`src/rtl/arc_pkg.sv`:
```
// Package: register map, field layout and types of the analog control block
`default_nettype none
package arc_pkg;
    // ****************************************************************
    // Register offsets
    // ****************************************************************
    localparam logic [7:0] ADDR_REFERENCE_CONTROL = 8'hD1;
    localparam logic [7:0] ADDR_CMP0_CONTROL      = 8'h9A;
    localparam logic [7:0] ADDR_CMP0_MODE         = 8'h9B;
    localparam logic [7:0] ADDR_CMP1_CONTROL      = 8'h9D;
    localparam logic [7:0] ADDR_CMP1_MODE         = 8'h9E;
    localparam logic [7:0] ADDR_CMP0_INPUT_SELECT = 8'h9F;
    localparam logic [7:0] ADDR_CMP1_INPUT_SELECT = 8'h9C;

    // ****************************************************************
    // Field positions
    // ****************************************************************
    localparam int REF_BUFFER_BIT   = 0;
    localparam int REF_BIAS_BIT     = 1;
    localparam int REF_TEMP_BIT     = 2;
    localparam int REF_SOURCE_BIT   = 3;
    localparam int REF_LEVEL_BIT    = 4;
    localparam int REF_ZTC_BIT      = 5;
    localparam int CTL_ENABLE_BIT   = 7;
    localparam int CTL_OUTPUT_BIT   = 6;
    localparam int CTL_RISING_BIT   = 5;
    localparam int CTL_FALLING_BIT  = 4;
    localparam int CTL_HYP_LSB      = 2;
    localparam int CTL_HYN_LSB      = 0;
    localparam int MD_RIE_BIT       = 5;
    localparam int MD_FIE_BIT       = 4;
    localparam int MD_MODE_LSB      = 0;
    localparam int MX_POS_LSB       = 0;
    localparam int MX_NEG_LSB       = 4;

    // ****************************************************************
    // Values after reset
    // ****************************************************************
    localparam logic [3:0] RST_REF_WRITABLE = 4'h0;
    localparam logic [1:0] RST_MODE         = 2'h2;
    localparam logic [1:0] RST_HYST         = 2'h0;
    localparam logic [1:0] RST_INPUT        = 2'h0;
    localparam logic [7:0] RST_READ_DATA    = 8'h00;

    // ****************************************************************
    // Types
    // ****************************************************************
    // Settings that the analog comparator takes from its registers
    typedef struct packed {
        logic       enable;
        logic [1:0] response_mode_field;
        logic [1:0] positive_hysteresis_select;
        logic [1:0] negative_hysteresis_select;
        logic [1:0] positive_input_field;
        logic [1:0] negative_input_field;
    } arc_cmp_cfg_t;

    // Controls that go to the reference, sensor and bias circuits
    typedef struct packed {
        logic reference_source_select;
        logic temp_sensor_enable;
        logic bias_on;
        logic reference_buffer_enable;
    } arc_ref_ctl_t;
endpackage
`default_nettype wire

```
`src/rtl/arc_ctrl.sv`:
```
// Digital control of the voltage reference and the two comparators
//
// Overview of operation
// - Source select bit 0 routes reference pin, 1 routes core supply.
// - Bit 2 of reference control switches temperature sensor on or off.
// - Bias runs when any user needs it; bias enable bit forces it on.
// - Bit 0 drives internal reference onto the reference pin; 0 is off.
// - Read-only level bit: 0 means 1.5 V, 1 means 2.20 V.
// - Read-only bit 5: 0 bias on demand, 1 bias forced on.
// - Reference control bits 7:6 read 00b, writes ignored.
// - Comparator enable bit 1 enables, 0 disables.
// - Disabled comparator drives low on its pin outputs.
// - Falling output sets falling flag, rising output sets rising flag.
// - Edge flags stay set until software clears them.
// - Output state bit shows synchronised comparator output; reads 0 while disabled.
// - Two pin outputs: clock-latched and raw asynchronous.
// - Interrupts can be raised on rising and falling transitions.
// - Input select register holds two-bit positive and negative fields.
// - Comparators identical; only comparator 0 gives a reset source.
// - Response from mode field, hysteresis from control fields.
// - Separate rising and falling interrupt enables, reset to 0.
// - Mode field resets to 10; 00 fastest, 11 slowest.
// - Hysteresis code 00 disables; 01, 10, 11 increase it.
`default_nettype none
module arc_ctrl #(
    parameter int NUM_CMP = 2
) (
    // Clock and reset
    input  wire logic                              ref_clk,
    input  wire logic                              arst_n,
    // Special function register port
    input  wire logic [7:0]                        sfr_addr,
    input  wire logic                              sfr_wr,
    input  wire logic                              sfr_rd,
    input  wire logic [7:0]                        sfr_wdata,
    output logic      [7:0]                        sfr_rdata,
    // Reference status and demand from the analog side, and controls sent to it
    input  wire logic                              reference_level_select,
    input  wire logic                              zero_tc_bias_force,
    input  wire logic                              bias_request,
    output arc_pkg::arc_ref_ctl_t                  ref_ctl,
    // Comparators
    input  wire logic [NUM_CMP-1:0]                cmp_analog_out,
    output arc_pkg::arc_cmp_cfg_t [NUM_CMP-1:0]    cmp_cfg,
    output logic      [NUM_CMP-1:0]                raw_comparator_output,
    output logic      [NUM_CMP-1:0]                latched_cmp_output,
    output logic      [NUM_CMP-1:0]                cmp_irq,
    output logic                                   cmp0_reset_source
);
    // ****************************************************************
    // Reference control
    // ****************************************************************
    logic [3:0] ref_wr_ff;
    logic [3:0] nxt_ref_wr;
    logic       ref_wr_hit;
    logic [7:0] ref_read;

    assign ref_wr_hit = sfr_wr && (sfr_addr == arc_pkg::ADDR_REFERENCE_CONTROL);
    // Bits 7:6 are never stored, so writes there are lost
    assign nxt_ref_wr = ref_wr_hit ? sfr_wdata[3:0] : ref_wr_ff;

    always_ff @(posedge ref_clk or negedge arst_n) begin
        if (!arst_n) begin
            ref_wr_ff <= arc_pkg::RST_REF_WRITABLE;
        end else begin
            ref_wr_ff <= nxt_ref_wr;
        end
    end

    assign ref_ctl.reference_source_select =
        ref_wr_ff[arc_pkg::REF_SOURCE_BIT];
    assign ref_ctl.temp_sensor_enable =
        ref_wr_ff[arc_pkg::REF_TEMP_BIT];
    assign ref_ctl.bias_on =
        ref_wr_ff[arc_pkg::REF_BIAS_BIT] | bias_request;
    assign ref_ctl.reference_buffer_enable =
        ref_wr_ff[arc_pkg::REF_BUFFER_BIT];

    assign ref_read = {2'b00,
                       zero_tc_bias_force,
                       reference_level_select,
                       ref_wr_ff};

    // ****************************************************************
    // Comparator channels
    // ****************************************************************
    logic [7:0] ctl_read [NUM_CMP];
    logic [7:0] md_read  [NUM_CMP];
    logic [7:0] mx_read  [NUM_CMP];

    genvar g;
    generate
        for (g = 0; g < NUM_CMP; g++) begin : g_cmp
            logic [7:0] ctl_addr;
            logic [7:0] md_addr;
            logic [7:0] mx_addr;
            logic       en_ff;
            logic [1:0] hyp_ff;
            logic [1:0] hyn_ff;
            logic [1:0] mode_ff;
            logic       rie_ff;
            logic       fie_ff;
            logic [1:0] pos_ff;
            logic [1:0] neg_ff;
            logic       meta_ff;
            logic       sync_ff;
            logic       last_ff;
            logic       rif_ff;
            logic       fif_ff;
            logic       nxt_rif;
            logic       nxt_fif;
            logic       ctl_hit;
            logic       md_hit;
            logic       mx_hit;
            logic       rise;
            logic       fall;

            assign ctl_addr = (g == 0) ? arc_pkg::ADDR_CMP0_CONTROL
                                       : arc_pkg::ADDR_CMP1_CONTROL;
            assign md_addr  = (g == 0) ? arc_pkg::ADDR_CMP0_MODE
                                       : arc_pkg::ADDR_CMP1_MODE;
            assign mx_addr  = (g == 0) ? arc_pkg::ADDR_CMP0_INPUT_SELECT
                                       : arc_pkg::ADDR_CMP1_INPUT_SELECT;
            assign ctl_hit  = sfr_wr && (sfr_addr == ctl_addr);
            assign md_hit   = sfr_wr && (sfr_addr == md_addr);
            assign mx_hit   = sfr_wr && (sfr_addr == mx_addr);

            // Edge seen on the synchronised level, once per change
            assign rise = sync_ff & ~last_ff;
            assign fall = ~sync_ff & last_ff;

            // A set in the same cycle as a software clear wins
            assign nxt_rif = rise | (ctl_hit ?
                sfr_wdata[arc_pkg::CTL_RISING_BIT] : rif_ff);
            assign nxt_fif = fall | (ctl_hit ?
                sfr_wdata[arc_pkg::CTL_FALLING_BIT] : fif_ff);

            always_ff @(posedge ref_clk or negedge arst_n) begin
                if (!arst_n) begin
                    en_ff  <= 1'b0;
                    hyp_ff <= arc_pkg::RST_HYST;
                    hyn_ff <= arc_pkg::RST_HYST;
                    rif_ff <= 1'b0;
                    fif_ff <= 1'b0;
                end else begin
                    if (ctl_hit) begin
                        en_ff  <= sfr_wdata[arc_pkg::CTL_ENABLE_BIT];
                        hyp_ff <= sfr_wdata[arc_pkg::CTL_HYP_LSB +: 2];
                        hyn_ff <= sfr_wdata[arc_pkg::CTL_HYN_LSB +: 2];
                    end
                    rif_ff <= nxt_rif;
                    fif_ff <= nxt_fif;
                end
            end

            always_ff @(posedge ref_clk or negedge arst_n) begin
                if (!arst_n) begin
                    mode_ff <= arc_pkg::RST_MODE;
                    rie_ff  <= 1'b0;
                    fie_ff  <= 1'b0;
                    pos_ff  <= arc_pkg::RST_INPUT;
                    neg_ff  <= arc_pkg::RST_INPUT;
                end else begin
                    if (md_hit) begin
                        mode_ff <= sfr_wdata[arc_pkg::MD_MODE_LSB +: 2];
                        rie_ff  <= sfr_wdata[arc_pkg::MD_RIE_BIT];
                        fie_ff  <= sfr_wdata[arc_pkg::MD_FIE_BIT];
                    end
                    if (mx_hit) begin
                        pos_ff <= sfr_wdata[arc_pkg::MX_POS_LSB +: 2];
                        neg_ff <= sfr_wdata[arc_pkg::MX_NEG_LSB +: 2];
                    end
                end
            end

            // Two-stage synchroniser; only the second stage is looked at
            always_ff @(posedge ref_clk or negedge arst_n) begin
                if (!arst_n) begin
                    meta_ff <= 1'b0;
                    sync_ff <= 1'b0;
                    last_ff <= 1'b0;
                end else begin
                    meta_ff <= raw_comparator_output[g];
                    sync_ff <= meta_ff;
                    last_ff <= sync_ff;
                end
            end

            // Raw path has no flop so it still works with the clock stopped
            assign raw_comparator_output[g] =
                cmp_analog_out[g] & en_ff;
            assign latched_cmp_output[g] = sync_ff & en_ff;
            assign cmp_irq[g] = (rif_ff & rie_ff) | (fif_ff & fie_ff);

            // Mode and hysteresis codes go to the analog cell unchanged
            assign cmp_cfg[g].enable                     = en_ff;
            assign cmp_cfg[g].response_mode_field        = mode_ff;
            assign cmp_cfg[g].positive_hysteresis_select = hyp_ff;
            assign cmp_cfg[g].negative_hysteresis_select = hyn_ff;
            assign cmp_cfg[g].positive_input_field       = pos_ff;
            assign cmp_cfg[g].negative_input_field       = neg_ff;

            assign ctl_read[g] = {en_ff, sync_ff & en_ff,
                                  rif_ff, fif_ff, hyp_ff, hyn_ff};
            assign md_read[g]  = {2'b00, rie_ff, fie_ff, 2'b00, mode_ff};
            assign mx_read[g]  = {2'b00, neg_ff, 2'b00, pos_ff};
        end
    endgenerate

    // Only comparator 0 feeds the reset logic
    assign cmp0_reset_source = raw_comparator_output[0];

    // ****************************************************************
    // Read data
    // ****************************************************************
    logic [7:0] read_mux;
    logic [7:0] rdata_ff;

    always_comb begin
        read_mux = 8'h00;
        if (sfr_addr == arc_pkg::ADDR_REFERENCE_CONTROL) begin
            read_mux = ref_read;
        end
        for (int i = 0; i < NUM_CMP; i++) begin
            if (sfr_addr == g_cmp_addr(i, 0)) begin
                read_mux = ctl_read[i];
            end
            if (sfr_addr == g_cmp_addr(i, 1)) begin
                read_mux = md_read[i];
            end
            if (sfr_addr == g_cmp_addr(i, 2)) begin
                read_mux = mx_read[i];
            end
        end
    end

    function automatic logic [7:0] g_cmp_addr(input int idx, input int kind);
        logic [7:0] a;
        a = 8'h00;
        case (kind)
            0: a = (idx == 0) ? arc_pkg::ADDR_CMP0_CONTROL
                              : arc_pkg::ADDR_CMP1_CONTROL;
            1: a = (idx == 0) ? arc_pkg::ADDR_CMP0_MODE
                              : arc_pkg::ADDR_CMP1_MODE;
            default: a = (idx == 0) ? arc_pkg::ADDR_CMP0_INPUT_SELECT
                                    : arc_pkg::ADDR_CMP1_INPUT_SELECT;
        endcase
        return a;
    endfunction

    always_ff @(posedge ref_clk or negedge arst_n) begin
        if (!arst_n) begin
            rdata_ff <= arc_pkg::RST_READ_DATA;
        end else if (sfr_rd) begin
            rdata_ff <= read_mux;
        end
    end

    assign sfr_rdata = rdata_ff;
endmodule
`default_nettype wire

```
`config.mk`:
```
export PLATFORM = sky130hd
export DESIGN_NAME = arc_ctrl
export DESIGN_NICKNAME = d
export VERILOG_FILES = /design/src/rtl/arc_pkg.sv /design/src/rtl/arc_ctrl.sv
export SDC_FILE = /design/constraint.sdc
export NUM_CORES = 1
export LEC_CHECK = 0
export ABC_CLOCK_PERIOD_IN_PS = 1200
export BUFFER_PORTS_ARGS = -buffer_cell sky130_fd_sc_hd__buf_4
export CAP_MARGIN = 10
export CORE_ASPECT_RATIO = 1.25
export CORE_MARGIN = 1
export CORE_UTILIZATION = 45
export DETAILED_ROUTE_END_ITERATION = 8
export PLACE_DENSITY_LB_ADDON = 0.05
export SLEW_MARGIN = 10
export SYNTH_ARGS = -nofsm -noshare
export SYNTH_HDL_FRONTEND = slang
export SYNTH_SLANG_ARGS = --single-unit
```
`constraint.sdc`:
```
create_clock -name ref_clk -period 1.2 [get_ports ref_clk]
set_input_delay 0.06 -clock ref_clk [delete_from_list [all_inputs] [get_ports ref_clk]]
set_output_delay 0.06 -clock ref_clk [all_outputs]
set_load 0.02 [all_outputs]
```
# Word level (Yosys, flattened, before mapping)
# Index checks and enable logic that the tools add are counted.
# word_totals
reg_bits	48
elab_cells	76
# classes
n_eq_ne	7
muxes	11
bitwise_logic	23
n_reduce_logical	7
# op_table
cell	count
$eq A8 B8 Y1 const B	7
$mux W8	6
$and A1 B1 Y1	12
$logic_and A1 B1 Y1	7
$or A1 B1 Y1	7
$mux W6	1
$mux W1	4
$not A1 Y1	4

# Depth between registers and ports, before layout
# logic_depth
depth_word	8
depth_mapped	6
depth_no_buf	4

# Worst setup path before layout
# Ideal clock, no wire load.
# synth_timing
path_type	input to register
start	input sfr_addr[1]
end	register g_cmp[0].neg_ff[0]
setup_ns	0.125
arrival_time_ns	1.125
setup_slack_ns	-0.050
cell_stages	6
n_path_buf	2
path_cell_list	buf_4 -> and4b_1 -> and2_4 -> buf_8 -> nand4_4 -> mux2_2
# synth_between
elab_chain_cells	2
# synth_rtl
item	line	rtl
start: declaration	arc_ctrl.sv:32	input wire logic [7:0] sfr_addr,
$eq A8 B8 Y1	arc_ctrl.sv:126	assign mx_hit = sfr_wr && (sfr_addr == mx_addr);
$logic_and A1 B1 Y1	arc_ctrl.sv:126	
end signal: assignment	arc_ctrl.sv:162	neg_ff <= arc_pkg::RST_INPUT;
end signal: assignment	arc_ctrl.sv:171	neg_ff <= sfr_wdata[arc_pkg::MX_NEG_LSB +: 2];
end: declaration	arc_ctrl.sv:104	logic [1:0] neg_ff;
# No other way between the ends.
# A chain may end at the register's enable or synchronous reset.

# Final worst setup path
# layout_timing
start	register g_cmp[1].rie_ff
end	output cmp_irq[1]
# layout_between
elab_chain_cells	2
# layout_rtl
item	line	rtl
start: declaration	arc_ctrl.sv:101	logic rie_ff;
start signal: assignment	arc_ctrl.sv:166	rie_ff <= sfr_wdata[arc_pkg::MD_RIE_BIT];
$and A1 B1 Y1	arc_ctrl.sv:193	assign cmp_irq[g] = (rif_ff & rie_ff) | (fif_ff & fie_ff);
$or A1 B1 Y1	arc_ctrl.sv:193	
end: declaration	arc_ctrl.sv:47	output logic [NUM_CMP-1:0] cmp_irq,
# No other way between the ends.

==> results.yml <==
placement:
  dp_hpwl_mm: 4.54
  pre_cts_ws_ns: -0.143
  io_buffer_count: 64
  globalplace.congestion: 0.778
hold_path:
  hold_path.class: "in2reg"
grt:
  grt_pass1_wl_mm: 9.56
  grt_max_degree: 49
  antenna_found_initial: 0
  grt_pass1_vias: 1959
  grt_overflow: 0
  grt_usage: 0.223
floorplan:
  core_sq_um: 5150
  num_rows: 29
  dieArea_sq_um: 5720
  die_w_um: 67.9
  die_height_um: 84.3
  initial_utilization: 0.474
  io_pins: 66
clock_network:
  clkSinkCount: 48
  cts_root_buffer: "clkbuf_8"
  cts_tree: "built"
  cts_max_level: 2
  insertion_delay_ns: 0.29
  clockBufferDepth: 2
  path_clk_slew_ns: 0.09
  numCtsBuffers: 5
sta:
  setup_viol_count_final: 0
  slew_headroom: 0.601
  post-route-min-period_ns: 1.16
  fmax_mhz: 862
  drv_slew: 0
  finalCritPeriodShare: 0.966
  tightestPinTransition_ns: 0.598
  rsz0062_at_grt: "true"
  fin_worst_skew_ns: 0.00420
  hold_violations: 0
  worst_slack_ns: 0.0403
critical_path:
  critical_path_required_ns: 1.14
  crit_path_max_incr_delay_ns: 0.40
  cp-end-kind: "output pin"
  path_cells: "a22o_1, buf_4"
  critPathTopFamily: "flip-flops"
  cp_data_arrival_time_ns: 1.10
  worstSetupPathType: "reg2out"
  start_kind: "flip-flop"
  crit_fanout: 3
  crit_buf_inv: 1
  crit_path_top_delay_cell: "dfrtp_1"
final_layout:
  num-nets-final: 319
  antenna_cells: 0
  area_growth_pct: 34.7
  utilization: 0.638
  fill_cells: 445
  seqCellArea_sq_um: 1200
  drive_gt1_frac: 0.502
  multiInputGateArea_sq_um: 1100
detailed_routing:
  wire_per_inst_um: 16.8
  post_drt_via_cell_ratio: 5.48
  firstDrtPassIters: 4
  wirelength_mm: 6.00
  antenna_left: 0
  drtIter0Drc: 112
  vias: 1956
  drc: 0
yosys:
  yosysMostFrequentCell: "dfrtp_1"
  synth_area_leaders: "dfrtp_1, mux2_2, buf_4"
  synth_edf_count: 0
  yosys.cell_types.count: 43
  synth_top_area_share: 0.472
  yosys_warnings: 0
  synth_nets: 229
  synth_top_cell_by_area: "dfrtp_1"
  ys_top_cells_by_count: "dfrtp_1, mux2_2, nand2_1"
  async_flop_share: 1.00
  syn-cell-area_sq_um: 2440
  yosys_most_used_dff: "dfrtp_1"
  synth_cells: 204
  ys_seq_elements: 48
  syn_avg_cell_area_sq_um: 12.0
  ys_seq_area_frac: 0.493
pwr:
  ir_drop_v: 0.000549
  leakagePower_nw: 1.66
  p_per_area_nw_per_um2: 1070
  power_mw: 3.50
job:
  timing.max_cap.violations: 0
status:
  run_status: "finished clean"
[path summary, 6_finish.rpt]
kind / endpoint / depth (start not counted) / start / slack [ns]
max in group asynchronous: g_cmp[1].fie_ff$_DFFE_PN0P_ / 2 / arst_n / 0.48
min in group asynchronous: g_cmp[0].neg_ff[0]$_DFFE_PN0P_ / 2 / arst_n / 0.30
max reg2reg: sfr_rdata[0]$_DFFE_PN0P_ / 4 / g_cmp[1].pos_ff[0]$_DFFE_PN0P_ / 0.07
min: g_cmp[1].hyp_ff[0]$_DFFE_PN0N_ / 2 / sfr_wdata[2] / 0.009
min reg2reg: g_cmp[1].sync_ff$_DFF_PN0_ / 0 / g_cmp[1].meta_ff$_DFF_PN0_ / 0.35
max: cmp_irq[1] / 2 / g_cmp[1].rie_ff$_DFFE_PN0P_ / 0.04
[timing repair]
item	CTS	global route
endpoints found under the setup margin	2	4
pin swaps	0	2
buffers inserted	1	1
hold buffers	3	0
hold endpoints to repair	49	0
resized for setup	2	4
[layout make-up]
class                      instances  share of cell area
sequential                        48               0.366
multi-input combinational        130               0.334
timing repair buffer             100               0.232
tap                               62              0.0236
clock buffer                       5              0.0209
clock inverter                     3              0.0129
inverter                           9              0.0103
[kinds of logic (layout without fill, tap and decap cells)]
kind of cell,after synthesis,count (layout),share of synthesized area
AND/OR/NAND/NOR,56,56,0.169
AO/OA/AOI/OAI,42,42,0.128
buffers and inverters,26,117,0.0636
multiplexers,32,32,0.146
flip-flops,48,48,0.493
[state kept, by name (all words and copies together), names as in the netlist]
name           flops
sfr_rdata          8
ref_wr_ff          4
g_cmp.fif_ff       2
g_cmp.rif_ff       2
g_cmp.en_ff        2
g_cmp.hyn_ff       4
g_cmp.meta_ff      2
g_cmp.neg_ff       4
g_cmp.last_ff      2
g_cmp.hyp_ff       4
g_cmp.fie_ff       2
g_cmp.sync_ff      2
g_cmp.pos_ff       4
g_cmp.mode_ff      4
g_cmp.rie_ff       2
[placed cells by master, fill, tap and decap left out, types with 3 or more instances in the layout]
| cell type | n |
|---|---|
| mux2i_1 | 3 |
| o21ai_0 | 5 |
| clkbuf_8 | 5 |
| a32oi_1 | 4 |
| nand3b_1 | 4 |
| nand2_1 | 11 |
| dlygate4sd3_1 | 3 |
| a221oi_1 | 4 |
| and2_1 | 4 |
| a31oi_1 | 5 |
| buf_4 | 96 |
| mux2_2 | 28 |
| nand4_1 | 5 |
| and4b_1 | 3 |
| and3_1 | 3 |
| dfrtp_1 | 46 |
| nor2b_1 | 8 |
| inv_1 | 9 |
| nand3_1 | 4 |
| o22ai_1 | 4 |
[where the power goes]
| group | switching [mW] | internal [mW] |
|---|---|---|
| clock | 0.541 | 0.617 |
| sequential | 0.0738 | 1.71 |
| combinational | 0.288 | 0.274 |
[per-stage QoR]
step	hold WS [ns]	TNS, ns	instances	instance area, sq um
after floorplan	-0.236	0	204	2440
after global placement	0.108	-2.58	344	3110
after detailed placement	0.114	-2.93	344	3110
after CTS	0.00371	0	356	3270
after global routing	0.00279	-0.00617	357	3290
final	0.00916	0	357	3290
[worst register-to-register path, stage by stage, from the launching register on]
cell and delay (ns):
dfrtp_1 0.42, o21bai_1 0.15, a211oi_1 0.09, a221oi_1 0.23, a31oi_1 0.12
[layer usage]
layer | routed length [um] | global-route usage | part of all wire
met2 | 2950 | 0.360 | 0.49
met4 | 80 | 0.0606 | 0.013
met3 | 289 | 0.0421 | 0.048
met5 | 0 | 0 | 0
met1 | 2680 | 0.302 | 0.45
Note: power is estimated with default switching activity, not from simulation.
